### src/verilog/pmdc_defs.vh
// Register offsets, field positions, reset values and timing counts of the mode-control block.
`ifndef PMDC_DEFS_VH
`define PMDC_DEFS_VH
`define PMDC_ADDR_CTRL    8'h00
`define PMDC_ADDR_ABIL    8'h04
`define PMDC_ADDR_CTRL2   8'h08
`define PMDC_ADDR_STAT    8'h0C
`define PMDC_CTRL_FDX     8
`define PMDC_CTRL_AN_EN   12
`define PMDC_CTRL_SPD100  13
`define PMDC_CTRL2_GATE100 0
`define PMDC_CTRL2_GATE10  1
`define PMDC_CTRL_RST     3'h3
`define PMDC_ABIL_RST     4'hF
`define PMDC_CTRL2_RST    2'h0
`define PMDC_CLK_MHZ      125
`define PMDC_SQE_NS       1000
`define PMDC_SQE_CYC      ((`PMDC_SQE_NS * `PMDC_CLK_MHZ) / 1000)
`define PMDC_SCR_SEED     11'h7FF
`endif

### src/verilog/pmdc_top.v
// Mode, power-gating and duplex control of a 10/100 line interface with its coding paths and register slave.
//
// Operation
// - With the 100 Mbit/s gate bit set, the 100 Mbit/s modules are disabled while running at 10 Mbit/s.
// - With the 10 Mbit/s gate bit set, the 10 Mbit/s modules are disabled while running at 100 Mbit/s.
// - Control bit 12 enables auto-negotiation when set and disables it when cleared.
// - With auto-negotiation on, the highest mode common to both abilities is chosen.
// - At 100 Mbit/s nibbles are 4B/5B coded, scrambled and sent NRZI/MLT-3, and received in reverse.
// - Both speeds serialise transmit nibbles and rebuild receive nibbles, using Manchester at 10 Mbit/s.
// - In 10 Mbit/s full duplex there is no transmit loopback and no SQE test pulse.
// - In full duplex carrier sense follows receive only and collision stays low.
// - In half duplex carrier sense follows transmit or receive and collision marks receive during transmit.
//
// Design decisions made here: the APB slave port and the register offsets.
`timescale 1ns/100ps
`include "pmdc_defs.vh"

module pmdc_fifo #(
  parameter WIDTH = 4,
  parameter DEPTH = 4,
  parameter AW    = 2
) (
  input  wire             core_clk,
  input  wire             nrst,
  input  wire             in_valid,
  output wire             in_ready,
  input  wire [WIDTH-1:0] in_data,
  output wire             out_valid,
  input  wire             out_ready,
  output wire [WIDTH-1:0] out_data
);
  localparam [AW:0] FULL = DEPTH;
  reg [WIDTH-1:0] mem [0:DEPTH-1];
  reg [AW-1:0]    wptr_r;
  reg [AW-1:0]    rptr_r;
  reg [AW:0]      cnt_r;
  reg [AW:0]      cnt_nxt;
  reg             rdy_r;
  wire            push;
  wire            pop;

  // Handshakes on both sides; ready is a stored flag so it never races the writer.
  assign push      = in_valid & rdy_r;
  assign pop       = out_valid & out_ready;
  assign in_ready  = rdy_r;
  assign out_valid = (cnt_r != {(AW+1){1'b0}});
  assign out_data  = mem[rptr_r];

  // Occupancy after this cycle's push and pop.
  always @* begin
    cnt_nxt = cnt_r;
    if (push & ~pop) begin
      cnt_nxt = cnt_r + 1'b1;
    end else if (pop & ~push) begin
      cnt_nxt = cnt_r - 1'b1;
    end
  end

  // Pointers, count and the full flag.
  always @(posedge core_clk or negedge nrst) begin
    if (!nrst) begin
      wptr_r <= {AW{1'b0}};
      rptr_r <= {AW{1'b0}};
      cnt_r  <= {(AW+1){1'b0}};
      rdy_r  <= 1'b1;
    end else begin
      if (push) begin
        wptr_r <= wptr_r + 1'b1;
      end
      if (pop) begin
        rptr_r <= rptr_r + 1'b1;
      end
      cnt_r <= cnt_nxt;
      rdy_r <= (cnt_nxt != FULL);
    end
  end
  // Storage needs no reset; a word is only read after it was written.
  always @(posedge core_clk) begin
    if (push) begin
      mem[wptr_r] <= in_data;
    end
  end
endmodule

module pmdc_top (
  input  wire        core_clk,
  input  wire        nrst,
  input  wire        psel,
  input  wire        penable,
  input  wire        pwrite,
  input  wire [7:0]  paddr,
  input  wire [31:0] pwdata,
  output reg  [31:0] prdata,
  output reg         pready,
  output reg         pslverr,
  input  wire        tx_valid,
  output wire        tx_ready,
  input  wire [3:0]  txd,
  output reg  [3:0]  rxd_r,
  output reg         rx_dv_r,
  output reg         crs_r,
  output reg         col_r,
  output reg         tp_pos_r,
  output reg         tp_neg_r,
  output reg         tp_oe_r,
  input  wire        line_rx_pos,
  input  wire        line_rx_neg,
  input  wire        line_rx_act,
  input  wire [3:0]  lp_abil,
  input  wire        lp_abil_valid,
  output reg         en_100_r,
  output reg         en_10_r
);
  localparam [1:0]  ST_IDLE = 2'h0;
  localparam [1:0]  ST_SEND = 2'h1;
  localparam [11:0] SQE_CYC = `PMDC_SQE_CYC;
  // 4B/5B code groups of the sixteen data nibbles, nibble 0 in the low five bits.
  localparam [79:0] ENC_TAB = {5'h1D, 5'h1C, 5'h1B, 5'h1A, 5'h17, 5'h16, 5'h13, 5'h12,
                               5'h0F, 5'h0E, 5'h0B, 5'h0A, 5'h15, 5'h14, 5'h09, 5'h1E};

  reg  [31:0] rd_mux;
  reg  [11:0] sqe_r;
  reg  [10:0] tscr_r, rscr_r;
  reg  [7:0]  sync1_r, sync2_r;
  reg  [4:0]  tsh_r, rsh_r, tsh_nxt;
  reg  [3:0]  abil_r, tcnt_r, rcnt_r, tcnt_nxt;
  reg  [2:0]  ctrl_r;
  reg  [1:0]  ctrl2_r, st_r, mlt_r, lvl_r, st_nxt;
  reg         spd100_r, fdx_r, an_done_r, tmode_r, map_hit, load;
  wire [3:0]  lp_s, f_data, common;
  wire [1:0]  rlvl;
  wire        rxa, lp_v, f_valid, wr_en, tx_act, half10, tscr_bit, rbit, rdata;

  // Transmit nibbles from the MAC wait here; a full buffer holds the MAC off.
  pmdc_fifo #(.WIDTH(4), .DEPTH(4), .AW(2)) u_txq (
    .core_clk  (core_clk),
    .nrst      (nrst),
    .in_valid  (tx_valid),
    .in_ready  (tx_ready),
    .in_data   (txd),
    .out_valid (f_valid),
    .out_ready (load),
    .out_data  (f_data)
  );

  // Inverse of the 4B/5B code; unknown code groups decode to zero.
  function [3:0] dec4;
    input [4:0] c;
    integer     i;
    begin
      dec4 = 4'h0;
      for (i = 0; i < 16; i = i + 1) begin
        if (ENC_TAB[i*5 +: 5] == c) begin
          dec4 = i[3:0];
        end
      end
    end
  endfunction

  // Pins from the line and the partner pass two flip-flops before use.
  always @(posedge core_clk or negedge nrst) begin
    if (!nrst) begin
      sync1_r <= 8'h00;
      sync2_r <= 8'h00;
    end else begin
      sync1_r <= {lp_abil_valid, lp_abil, line_rx_act, line_rx_neg, line_rx_pos};
      sync2_r <= sync1_r;
    end
  end

  assign rlvl   = sync2_r[1:0];
  assign rxa    = sync2_r[2];
  assign lp_s   = sync2_r[6:3];
  assign lp_v   = sync2_r[7];
  assign common = abil_r & lp_s;
  assign tx_act = (st_r == ST_SEND);
  assign half10 = ~spd100_r & ~fdx_r;
  assign wr_en  = psel & penable & pready & pwrite;

  // Register read mux and address decode.
  always @* begin
    map_hit = 1'b1;
    rd_mux  = 32'h0000_0000;
    case (paddr)
      `PMDC_ADDR_CTRL: begin
        rd_mux[`PMDC_CTRL_FDX]    = ctrl_r[0];
        rd_mux[`PMDC_CTRL_AN_EN]  = ctrl_r[1];
        rd_mux[`PMDC_CTRL_SPD100] = ctrl_r[2];
      end
      `PMDC_ADDR_ABIL:  rd_mux[3:0] = abil_r;
      `PMDC_ADDR_CTRL2: rd_mux[1:0] = ctrl2_r;
      `PMDC_ADDR_STAT:  rd_mux[10:0] = {col_r, crs_r, lp_s, an_done_r, en_10_r, en_100_r, fdx_r, spd100_r};
      default: map_hit = 1'b0;
    endcase
  end

  // Zero-wait slave: the answer is prepared in setup and pready stands through the access cycle.
  always @(posedge core_clk or negedge nrst) begin
    if (!nrst) begin
      pready  <= 1'b0;
      pslverr <= 1'b0;
      prdata  <= 32'h0000_0000;
      ctrl_r  <= `PMDC_CTRL_RST;
      abil_r  <= `PMDC_ABIL_RST;
      ctrl2_r <= `PMDC_CTRL2_RST;
    end else begin
      pready  <= psel & ~penable;
      pslverr <= psel & ~penable & ~map_hit;
      prdata  <= (psel & ~penable & ~pwrite) ? rd_mux : 32'h0000_0000;
      if (wr_en && paddr == `PMDC_ADDR_CTRL) begin
        ctrl_r <= {pwdata[`PMDC_CTRL_SPD100], pwdata[`PMDC_CTRL_AN_EN], pwdata[`PMDC_CTRL_FDX]};
      end
      if (wr_en && paddr == `PMDC_ADDR_ABIL) begin
        abil_r <= pwdata[3:0];
      end
      if (wr_en && paddr == `PMDC_ADDR_CTRL2) begin
        ctrl2_r <= pwdata[1:0];
      end
    end
  end

  // Operating mode: best common ability when negotiating, register bits otherwise.
  always @(posedge core_clk or negedge nrst) begin
    if (!nrst) begin
      spd100_r  <= 1'b0;
      fdx_r     <= 1'b0;
      an_done_r <= 1'b0;
      en_100_r  <= 1'b1;
      en_10_r   <= 1'b1;
    end else begin
      if (!ctrl_r[1]) begin
        spd100_r  <= ctrl_r[2];
        fdx_r     <= ctrl_r[0];
        an_done_r <= 1'b0;
      end else if (lp_v) begin
        spd100_r  <= common[3] | common[2];
        fdx_r     <= common[3] | (~common[2] & common[1]);
        an_done_r <= 1'b1;
      end else begin
        an_done_r <= 1'b0;
      end
      en_100_r <= ~(ctrl2_r[`PMDC_CTRL2_GATE100] & ~spd100_r);
      en_10_r  <= ~(ctrl2_r[`PMDC_CTRL2_GATE10] & spd100_r);
    end
  end

  // Transmit serialiser: a nibble is taken when the previous one has gone out.
  always @* begin
    load     = 1'b0;
    st_nxt   = st_r;
    tsh_nxt  = tsh_r;
    tcnt_nxt = tcnt_r;
    case (st_r)
      ST_IDLE, ST_SEND: begin
        if (st_r == ST_SEND && tcnt_r != 4'h1) begin
          tcnt_nxt = tcnt_r - 4'h1;
          if (!tmode_r || tcnt_r[0]) begin
            tsh_nxt = {1'b0, tsh_r[4:1]};
          end
        end else if (f_valid) begin
          load     = 1'b1;
          st_nxt   = ST_SEND;
          tsh_nxt  = spd100_r ? ENC_TAB[f_data*5 +: 5] : {1'b0, f_data};
          tcnt_nxt = spd100_r ? 4'h5 : 4'h8;
        end else begin
          st_nxt = ST_IDLE;
        end
      end
      default: st_nxt = ST_IDLE;
    endcase
  end
  assign tscr_bit = tsh_r[0] ^ tscr_r[10] ^ tscr_r[8];

  // Line driver: MLT-3 steps on every scrambled one, Manchester sends the inverse bit then the bit.
  always @(posedge core_clk or negedge nrst) begin
    if (!nrst) begin
      st_r     <= ST_IDLE;
      tsh_r    <= 5'h00;
      tcnt_r   <= 4'h0;
      tmode_r  <= 1'b0;
      tscr_r   <= `PMDC_SCR_SEED;
      mlt_r    <= 2'h0;
      tp_pos_r <= 1'b0;
      tp_neg_r <= 1'b0;
      tp_oe_r  <= 1'b0;
    end else begin
      st_r   <= st_nxt;
      tsh_r  <= tsh_nxt;
      tcnt_r <= tcnt_nxt;
      if (load) begin
        tmode_r <= ~spd100_r;
      end
      tp_oe_r <= tx_act;
      if (!tx_act) begin
        tscr_r   <= `PMDC_SCR_SEED;
        mlt_r    <= 2'h0;
        tp_pos_r <= 1'b0;
        tp_neg_r <= 1'b0;
      end else if (!tmode_r && en_100_r) begin
        tscr_r   <= {tscr_r[9:0], tscr_r[10] ^ tscr_r[8]};
        mlt_r    <= mlt_r + {1'b0, tscr_bit};
        tp_pos_r <= ((mlt_r + {1'b0, tscr_bit}) == 2'h1);
        tp_neg_r <= ((mlt_r + {1'b0, tscr_bit}) == 2'h3);
      end else if (tmode_r && en_10_r) begin
        tp_pos_r <= ~(tsh_r[0] ^ tcnt_r[0]);
        tp_neg_r <= tsh_r[0] ^ tcnt_r[0];
      end
    end
  end
  assign rbit  = (rlvl != lvl_r);
  assign rdata = rbit ^ rscr_r[10] ^ rscr_r[8];

  // Receive rebuild, loopback, carrier sense, collision and SQE test.
  always @(posedge core_clk or negedge nrst) begin
    if (!nrst) begin
      rscr_r  <= `PMDC_SCR_SEED;
      lvl_r   <= 2'h0;
      rsh_r   <= 5'h00;
      rcnt_r  <= 4'h0;
      rxd_r   <= 4'h0;
      rx_dv_r <= 1'b0;
      crs_r   <= 1'b0;
      col_r   <= 1'b0;
      sqe_r   <= 12'h000;
    end else begin
      rx_dv_r <= 1'b0;
      if (!rxa) begin
        rscr_r <= `PMDC_SCR_SEED;
        lvl_r  <= 2'h0;
        rcnt_r <= 4'h0;
        if (load && half10) begin
          rxd_r   <= f_data;
          rx_dv_r <= 1'b1;
        end
      end else if (spd100_r && en_100_r) begin
        lvl_r  <= rlvl;
        rscr_r <= {rscr_r[9:0], rscr_r[10] ^ rscr_r[8]};
        rsh_r  <= {rdata, rsh_r[4:1]};
        rcnt_r <= (rcnt_r == 4'h4) ? 4'h0 : rcnt_r + 4'h1;
        if (rcnt_r == 4'h4) begin
          rxd_r   <= dec4({rdata, rsh_r[4:1]});
          rx_dv_r <= 1'b1;
        end
      end else if (!spd100_r && en_10_r) begin
        rcnt_r <= (rcnt_r == 4'h7) ? 4'h0 : rcnt_r + 4'h1;
        if (!rcnt_r[0]) begin
          rsh_r <= {~rlvl[0], rsh_r[4:1]};
        end
        if (rcnt_r == 4'h7) begin
          rxd_r   <= rsh_r[4:1];
          rx_dv_r <= 1'b1;
        end
      end
      if (tx_act && st_nxt == ST_IDLE && half10) begin
        sqe_r <= SQE_CYC;
      end else if (sqe_r != 12'h000) begin
        sqe_r <= sqe_r - 12'h001;
      end
      if (fdx_r) begin
        crs_r <= rxa;
        col_r <= 1'b0;
      end else begin
        crs_r <= rxa | tx_act;
        col_r <= (rxa & tx_act) | (sqe_r != 12'h000);
      end
    end
  end
endmodule

### config.mk
export PLATFORM = sky130hd
export DESIGN_NAME = pmdc_top
export DESIGN_NICKNAME = d
export VERILOG_FILES = /design/src/verilog/pmdc_top.v
export VERILOG_INCLUDE_DIRS = /design/src /design/src/verilog
export SDC_FILE = /design/constraint.sdc
export NUM_CORES = 1
export LEC_CHECK = 0
export ABC_AREA = 0
export BUFFER_PORTS_ARGS = -buffer_cell sky130_fd_sc_hd__clkbuf_2
export CORE_MARGIN = 1
export CORE_UTILIZATION = 50
export DETAILED_ROUTE_END_ITERATION = 8
export GPL_ROUTABILITY_DRIVEN = 0
export HOLD_SLACK_MARGIN = 0.05
export MAX_ROUTING_LAYER = met4
export PLACE_DENSITY = 0.71
export SLEW_MARGIN = 30
export SYNTH_ARGS = -nofsm -noshare
export SYNTH_HDL_FRONTEND = slang
export SYNTH_HIERARCHICAL = 1
export SYNTH_SLANG_ARGS = --single-unit
### constraint.sdc
create_clock -name core_clk -period 6 [get_ports core_clk]
set_input_delay 0.3 -clock core_clk [delete_from_list [all_inputs] [get_ports core_clk]]
set_output_delay 0.3 -clock core_clk [all_outputs]
set_load 0.01 [all_outputs]
==> results.ini, run 1 <==
[layout]
instances_no_fill=830
synthToLayoutAreaGrowth_pct=15.5
insertedDiodeCount=0
layout-drive-gt1-share_pct=23.9
fill_cells=1011
final_core_util_pct=60.2
nNetsFinal=720

[die]
io-pin-count=105
die-width_um=115
rows=40
dieHeight_um=115
floorplan.core_area_um2=12200
initial_utilization_pct=52.1
die_area_um2=13100

[sta]
finalClockSkew_ns=0.00627
setup_violations=0
tightest_slew_ns=0.894
number_of_hold_violations_in_the_final_report=0
rsz0062_at_grt=false
timing.final.max_slew_violations=0
fin_ws_ns=3.01
period_share_pct=49.8
max_clock_freq_ghz=0.334
final.setup.tns_ns=0
finalWorstPathRequiredPeriod_ns=2.99
maxSlewHeadroom_pct=40.3

[synth]
post_synth_main_area_contributors=dfrtp_1 (36%), dfstp_2 (13%), edfxtp_1 (7.6%)
synthArstFlopShare_pct=88.3
netlist_area_um2=6340
post_synth_inst_count=587
yosys_warnings=6
syn-mean-instance-area_um2=10.8
synth_top_area_share_pct=35.5
number_of_flops_mapped_to_enable_cells_by_yosys=16
number_of_synthesized_register_bits=137
ys_dominant_reg_cell=dfrtp_1
yosysUniqueCellTypes=67
post_synth_most_frequent_cells=dfrtp_1 (90), nand2_1 (85), nand3_1 (35)
yosys.cell_count.top_type=dfrtp_1
synthDominantAreaCellType=dfrtp_1
synth-seq-area-share_pct=56.0

[grt]
grt.overflow.total=0
first_global_vias=4260
grt_start_max_net_pins=66
grt.total_usage_pct=20.8
wire_length_of_the_first_global_routing_pass_um=20400
grt_antenna_before_repair=0

[pwr]
reported_leakage_power_nw=3.30
power.switching_mw=1.01
power.internal_mw=2.05
power.share.sequential_pct=42.7
power_mw=3.06
netSwitchingFraction_pct=33.0
power.combinational.fraction_pct=25.7
power_density_nw_per_um2=417
power_frac_clock_pct=31.6
power.ir.vdd_worst_mv=0.257

[cts]
ctsResizeCount=0
holdBufCountCts=9
cts.repair_timing.setup_buffer_count=0
worst_skew_pair.late_latency_ns=0.42
h-tree-depth=4
numCtsBuffers=17
clk_pin_slew_worst_paths_ns=0.06
cts_num_sinks=137
cts_root_buffer=clkbuf_16
clock_path_buffers=2
tritoncts=yes

[worst_setup_path]
worst_path_max_delay_cell=a21oi_1
critical_path_class=reg -> reg
path_max_fanout=10
worstPathRequired_ns=6.30
worstPathCellList=ha_1 -> or3b_2 -> a21oi_1 -> a22o_1 -> mux2_2 -> a31o_2
timing.critical_path.arrival_ns=3.30
setup.worst_path.start_class=flop
reg2reg_setup_slack_ns=3.01
crit_path_end_kind=flop
worst_path_largest_cell_delay_ns=0.63

[placed_design]
port_buffers=60
dp.cells=789
dp_worst_setup_slack_ns=3.05
detailedPlacementHpwl_um=7950

[min_path]
timing.hold.worst.class=in -> reg

[detailed_routing]
detailroute.via_count=4428
routed_wirelength_um=12100
detail-route-antenna-nets=0
detail_route.first_pass.iterations=4
remaining_design_rule_violation_count=0
via_to_cell_ratio=5.33
routed_wl_per_cell_um=14.6
drt_first_iter_violations=233

[status]
outcome=complete, no violations

[job]
max_cap_violations=0

-- area by class of cell --
class / count / area [um2] / area share, %
multi-input combinational: 399 / 2520 / 34.4
inverter: 24 / 90.1 / 1.23
sequential: 137 / 3550 / 48.5
clock inverter: 14 / 125 / 1.71
clock buffer: 18 / 429 / 5.86
tap: 168 / 210 / 2.87
timing repair buffer: 70 / 400 / 5.47
-- registers in the layout (all words and copies together), names as in the netlist, 2 cells and up --
name          cells
abil_r            4
ctrl2_r           2
ctrl_r            3
lvl_r             2
mlt_r             2
prdata           13
rcnt_r            4
rscr_r           11
rsh_r             4
rxd_r             4
sqe_r            12
st_r              2
sync1_r           8
sync2_r           8
tcnt_r            4
tscr_r           11
tsh_r             5
u_txq/cnt_r       3
u_txq/mem        16
u_txq/rptr_r      2
u_txq/wptr_r      2
-- power groups by stage --
| stage | clock, mW | sequential, mW | combinational [mW] |
|---|---|---|---|
| floorplan | 0 | 1.27 | 0.628 |
| global placement | 0 | 1.30 | 0.744 |
| detailed placement | 0 | 1.32 | 0.776 |
| CTS | 0.987 | 1.30 | 0.787 |
| global route | 1.03 | 1.33 | 0.892 |
| finish | 0.967 | 1.30 | 0.786 |
-- per-stage QoR --
| stage | instance area, um2 | hold slack, ns |
|---|---|---|
| 2_1_floorplan | 6410 | 0.00441 |
| 4_1_cts | 7320 | 0.0938 |
| 3_5_place_dp | 6680 | 0.335 |
| 6_report | 7320 | 0.106 |
| 3_3_place_gp | 6680 | 0.332 |
| 5_1_grt | 7320 | 0.0985 |
-- layout by cell type, fill, tap and decap left out, drive strengths merged, types with 7 or more instances in the layout --
master       instances
xor2                 7
edfxtp              16
xnor2               16
clkinv               8
clkbuf              77
nor2                26
inv                 26
dlygate4sd3          9
nand2               85
and3                10
nand3               35
ha                  13
conb                20
dfrtp               90
nand2b              10
nand4                7
o211ai              11
mux2                18
dfstp               31
nor4                 9
and2                11
a21oi               28
o21ai               16
or3                  7
-- worst paths after layout --
check / cells after the start / end / startpoint
setup / recovery: 6 / rxd_r[1] / tcnt_r[0]
hold / removal: 1 / u_txq/mem[2][2] / txd[2]
setup reg to reg: 6 / rxd_r[1] / tcnt_r[0]
hold reg to reg: 0 / sync2_r[2] / sync1_r[2]
max in group asynchronous: 3 / rcnt_r[3] / nrst
min in group asynchronous: 2 / lvl_r[0] / nrst
-- per-layer routing --
layer	GRT usage, %	routed length, um
met5	-	0
met4	6.93	95
met3	5.51	528
met2	33.1	6020
met1	25.9	5430
-- kinds of logic after synthesis --
kind of cell,after synthesis,share of synthesized area [%]
muxes,28,5.57
adders and majority gates,13,2.57
AOI/OAI and AO/OA,91,9.41
DFF,137,56.0
other,1,0.0591
xor gates and xnor gates,23,3.18
and+or+nand+nor,224,17.8
buffers and inverters,70,5.43
-- worst max-delay path: cells and delay by family (launching register included) --
kind	cells	cell delay, ns
DFF	1	0.48
AOI/OAI and AO/OA	3	1.32
and+or+nand+nor	1	0.47
muxes	1	0.39
adders and majority gates	1	0.22
No activity file was read; power rests on OpenSTA's default activity.
==> inputs of run 2 (changes only) <==
- ABC_AREA: 0 -> 1
- PLACE_DENSITY: 0.71 -> 0.74
- clock period: 6 -> 2.7 ns (I/O delays scaled with it)
==> run 2 against run 1 <==
Net effect: clock power increased by 150%; register-to-register slack got worse by 2.3 ns; first-iteration DRC count increased by 20%; worst setup slack got worse by 2.3 ns; final cell count increased by 13%; fmax increased by 54%; die area increased by 0.64%; synthesized area increased by 0.65%; global-route usage increased by 1.5 points; sequential power increased by 110%; via count increased by 8.2%; total power increased by 130%; critical path type unchanged; critical endpoint is now u_txq/in_ready.
==> results.ini, run 2 <==
[grt]
grt_antenna_before_repair=0  ; unchanged
grt_start_max_net_pins=56  ; was 66
grt.total_usage_pct=22.3  ; was 20.8%
wire_length_of_the_first_global_routing_pass_um=21900  ; was 20400 um
grt.overflow.total=0  ; unchanged
first_global_vias=4670  ; was 4260

[sta]
finalClockSkew_ns=0.00707  ; was 0.00627 ns
maxSlewHeadroom_pct=51.9  ; was 40.3%
max_clock_freq_ghz=0.515  ; was 0.334 GHz
period_share_pct=72.0  ; was 49.8%
number_of_hold_violations_in_the_final_report=0  ; unchanged
timing.final.max_slew_violations=0  ; unchanged
final.setup.tns_ns=0  ; unchanged
rsz0062_at_grt=false  ; unchanged
tightest_slew_ns=0.721  ; was 0.894 ns
fin_ws_ns=0.756  ; was 3.01 ns
setup_violations=0  ; unchanged
finalWorstPathRequiredPeriod_ns=1.94  ; was 2.99 ns

[synth]
synthDominantAreaCellType=dfrtp_1  ; unchanged
syn-mean-instance-area_um2=9.58  ; was 10.8 um2
ys_dominant_reg_cell=dfrtp_1  ; unchanged
number_of_flops_mapped_to_enable_cells_by_yosys=16  ; unchanged
post_synth_main_area_contributors=dfrtp_1 (35%), dfstp_2 (13%), edfxtp_1 (7.5%)  ; was dfrtp_1 (36%), dfstp_2 (13%), edfxtp_1 (7.6%)
post_synth_most_frequent_cells=nand2_1 (114), inv_1 (91), dfrtp_1 (90)  ; was dfrtp_1 (90), nand2_1 (85), nand3_1 (35)
netlist_area_um2=6380  ; was 6340 um2
synth_top_area_share_pct=35.3  ; was 35.5%
synthArstFlopShare_pct=88.3  ; unchanged
yosys_warnings=6  ; unchanged
number_of_synthesized_register_bits=137  ; unchanged
synth-seq-area-share_pct=55.6  ; was 56.0%
post_synth_inst_count=666  ; was 587
yosysUniqueCellTypes=48  ; was 67
yosys.cell_count.top_type=nand2_1  ; was dfrtp_1

[worst_setup_path]
timing.critical_path.arrival_ns=2.31  ; was 3.30 ns
worst_path_max_delay_cell=dfrtp_1  ; was a21oi_1
setup.worst_path.start_class=flop  ; unchanged
worstPathRequired_ns=3.07  ; was 6.30 ns
worst_path_largest_cell_delay_ns=0.37  ; was 0.63 ns
worstPathCellList=inv_1 -> ha_1 -> nand2_4 -> inv_1 -> nor2_1 -> nand2_4 -> inv_1 -> nand3_2 -> clkinv_1 -> nand2_1 -> nand2_1 -> nand3_2 -> nand2_1  ; was ha_1 -> or3b_2 -> a21oi_1 -> a22o_1 -> mux2_2 -> a31o_2
path_delay_family=simple AND/OR/NAND/NOR gates  ; was compound AO/OA/AOI/OAI gates
critical_path_class=reg -> reg  ; unchanged
cp.buffers_inverters=4  ; was 0
crit_path_end_kind=flop  ; unchanged
path_max_fanout=5  ; was 10

[die]
die-width_um=115  ; about the same
rows=40  ; unchanged
initial_utilization_pct=52.3  ; was 52.1%
floorplan.core_area_um2=12200  ; about the same
dieHeight_um=115  ; about the same
io-pin-count=105  ; unchanged
die_area_um2=13200  ; was 13100 um2

[placed_design]
port_buffers=60  ; unchanged
dp_worst_setup_slack_ns=0.786  ; was 3.05 ns
detailedPlacementHpwl_um=8890  ; was 7950 um
postPlaceCellArea_um2=6810  ; was 6680 um2

[cts]
tritoncts=yes  ; unchanged
holdBufCountCts=22  ; was 9
cts_root_buffer=clkbuf_16  ; unchanged
clock_path_buffers=2  ; unchanged
numCtsBuffers=17  ; unchanged
h-tree-depth=4  ; unchanged
clk_pin_slew_worst_paths_ns=0.06  ; about the same
ctsResizeCount=0  ; unchanged
cts.repair_timing.setup_buffer_count=0  ; unchanged
cts_num_sinks=137  ; unchanged
worst_skew_pair.late_latency_ns=0.42  ; about the same

[layout]
final_cell_mix=nand2_1 (114), inv_1 (91), dfrtp_1 (90)  ; was dfrtp_1 (89), nand2_1 (85), clkbuf_2 (59)
fill_cells=978  ; was 1011
largest_reg_flops=16  ; unchanged
stdcell_area_um2=7650  ; was 7320 um2
final_core_util_pct=62.7  ; was 60.2%
nNetsFinal=832  ; was 720
final_common_cell=nand2_1  ; was dfrtp_1
top_regs=u_txq/mem (16), prdata (13), sqe_r (12)  ; unchanged
layout-drive-gt1-share_pct=23.0  ; was 23.9%
synthToLayoutAreaGrowth_pct=19.9  ; was 15.5%
insertedDiodeCount=0  ; unchanged
largest-register=u_txq/mem  ; unchanged

[detailed_routing]
drt_first_iter_violations=279  ; was 233
routed_wirelength_um=13000  ; was 12100 um
routed_wl_per_cell_um=13.7  ; was 14.6 um
remaining_design_rule_violation_count=0  ; unchanged
detail_route.first_pass.iterations=6  ; was 4
detailroute.via_count=4793  ; was 4428
detail-route-antenna-nets=0  ; unchanged
via_to_cell_ratio=5.09  ; was 5.33

[pwr]
power.share.sequential_pct=38.9  ; was 42.7%
power_density_nw_per_um2=931  ; was 417 nW/um2
power.switching_mw=2.41  ; was 1.01 mW
power_frac_clock_pct=33.6  ; was 31.6%
power_mw=7.12  ; was 3.06 mW
power.internal_mw=4.71  ; was 2.05 mW
power.ir.vdd_worst_mv=0.569  ; was 0.257 mV
reported_leakage_power_nw=3.78  ; was 3.30 nW
netSwitchingFraction_pct=33.9  ; was 33.0%
power.combinational.fraction_pct=27.5  ; was 25.7%

[min_path]
timing.hold.worst.class=in -> reg  ; unchanged

[status]
outcome=complete, no violations  ; unchanged

[job]
max_cap_violations=0  ; unchanged

run 2: final cells by class:
| cell class | count | area [um2] | share of cell area [%] |
|---|---|---|---|
| sequential | 137 | 3550 | 46.4 |
| multi-input combinational | 413 | 2320 | 30.3 |
| timing repair buffer | 84 | 551 | 7.20 |
| clock buffer | 21 | 472 | 6.17 |
| inverter | 108 | 408 | 5.33 |
| tap | 168 | 210 | 2.75 |
| clock inverter | 11 | 145 | 1.90 |
run 2: metal layers:
layer / global-route usage (%) / share of wire [%]
met4: 10.0 / 1.9
met1: 27.2 / 44
met5: - / 0
met2: 35.7 / 50
met3: 4.96 / 3.6
run 2: power groups by stage:
stage / sequential (mW) / combinational, mW / clock, mW
after global placement: 2.77 / 1.79 / 0
after detailed placement: 2.80 / 1.91 / 0
final: 2.77 / 1.96 / 2.39
after CTS: 2.77 / 1.96 / 2.43
after floorplan: 2.74 / 1.47 / 0
after global routing: 2.82 / 2.23 / 2.51
run 2: kinds of logic (layout without fill, tap and decap cells):
family	count (synthesis)	in the layout	share of synthesized area (%)
AOI/OAI and AO/OA	115	115	11.5
xor gates and xnor gates	10	10	1.37
adders and majority gates	13	13	2.55
buffers and inverters	135	224	9.20
DFF	137	137	55.6
other	1	20	0.0588
and+or+nand+nor	255	255	19.7
run 2: metrics by stage:
stage	std cells	hold WS (ns)
after CTS	942	0.0606
after global routing	942	0.0834
after global placement	888	0.226
after floorplan	685	-0.161
after detailed placement	888	0.230
final	942	0.0810
run 2: path summary, 6_finish.rpt:
check / startpoint / end / slack [ns] / cells after the start
max in group asynchronous: nrst / u_txq/in_ready / 1.55 / 3
max: u_txq/cnt_r[0] / u_txq/in_ready / 0.76 / 13
min in group asynchronous: nrst / prdata[5] / 0.32 / 2
min reg2reg: sync1_r[2] / sync2_r[2] / 0.35 / 0
max reg2reg: u_txq/cnt_r[0] / u_txq/in_ready / 0.76 / 13
min: paddr[2] / ctrl_r[0] / 0.08 / 4
run 2: worst register-to-register path, cell delays in order, from the launching register on:
cell	delay [ns]
dfrtp_1	0.37
inv_1	0.09
ha_1	0.23
nand2_4	0.11
inv_1	0.08
nor2_1	0.18
nand2_4	0.09
inv_1	0.21
nand3_2	0.17
clkinv_1	0.08
nand2_1	0.04
nand2_1	0.08
nand3_2	0.08
nand2_1	0.07
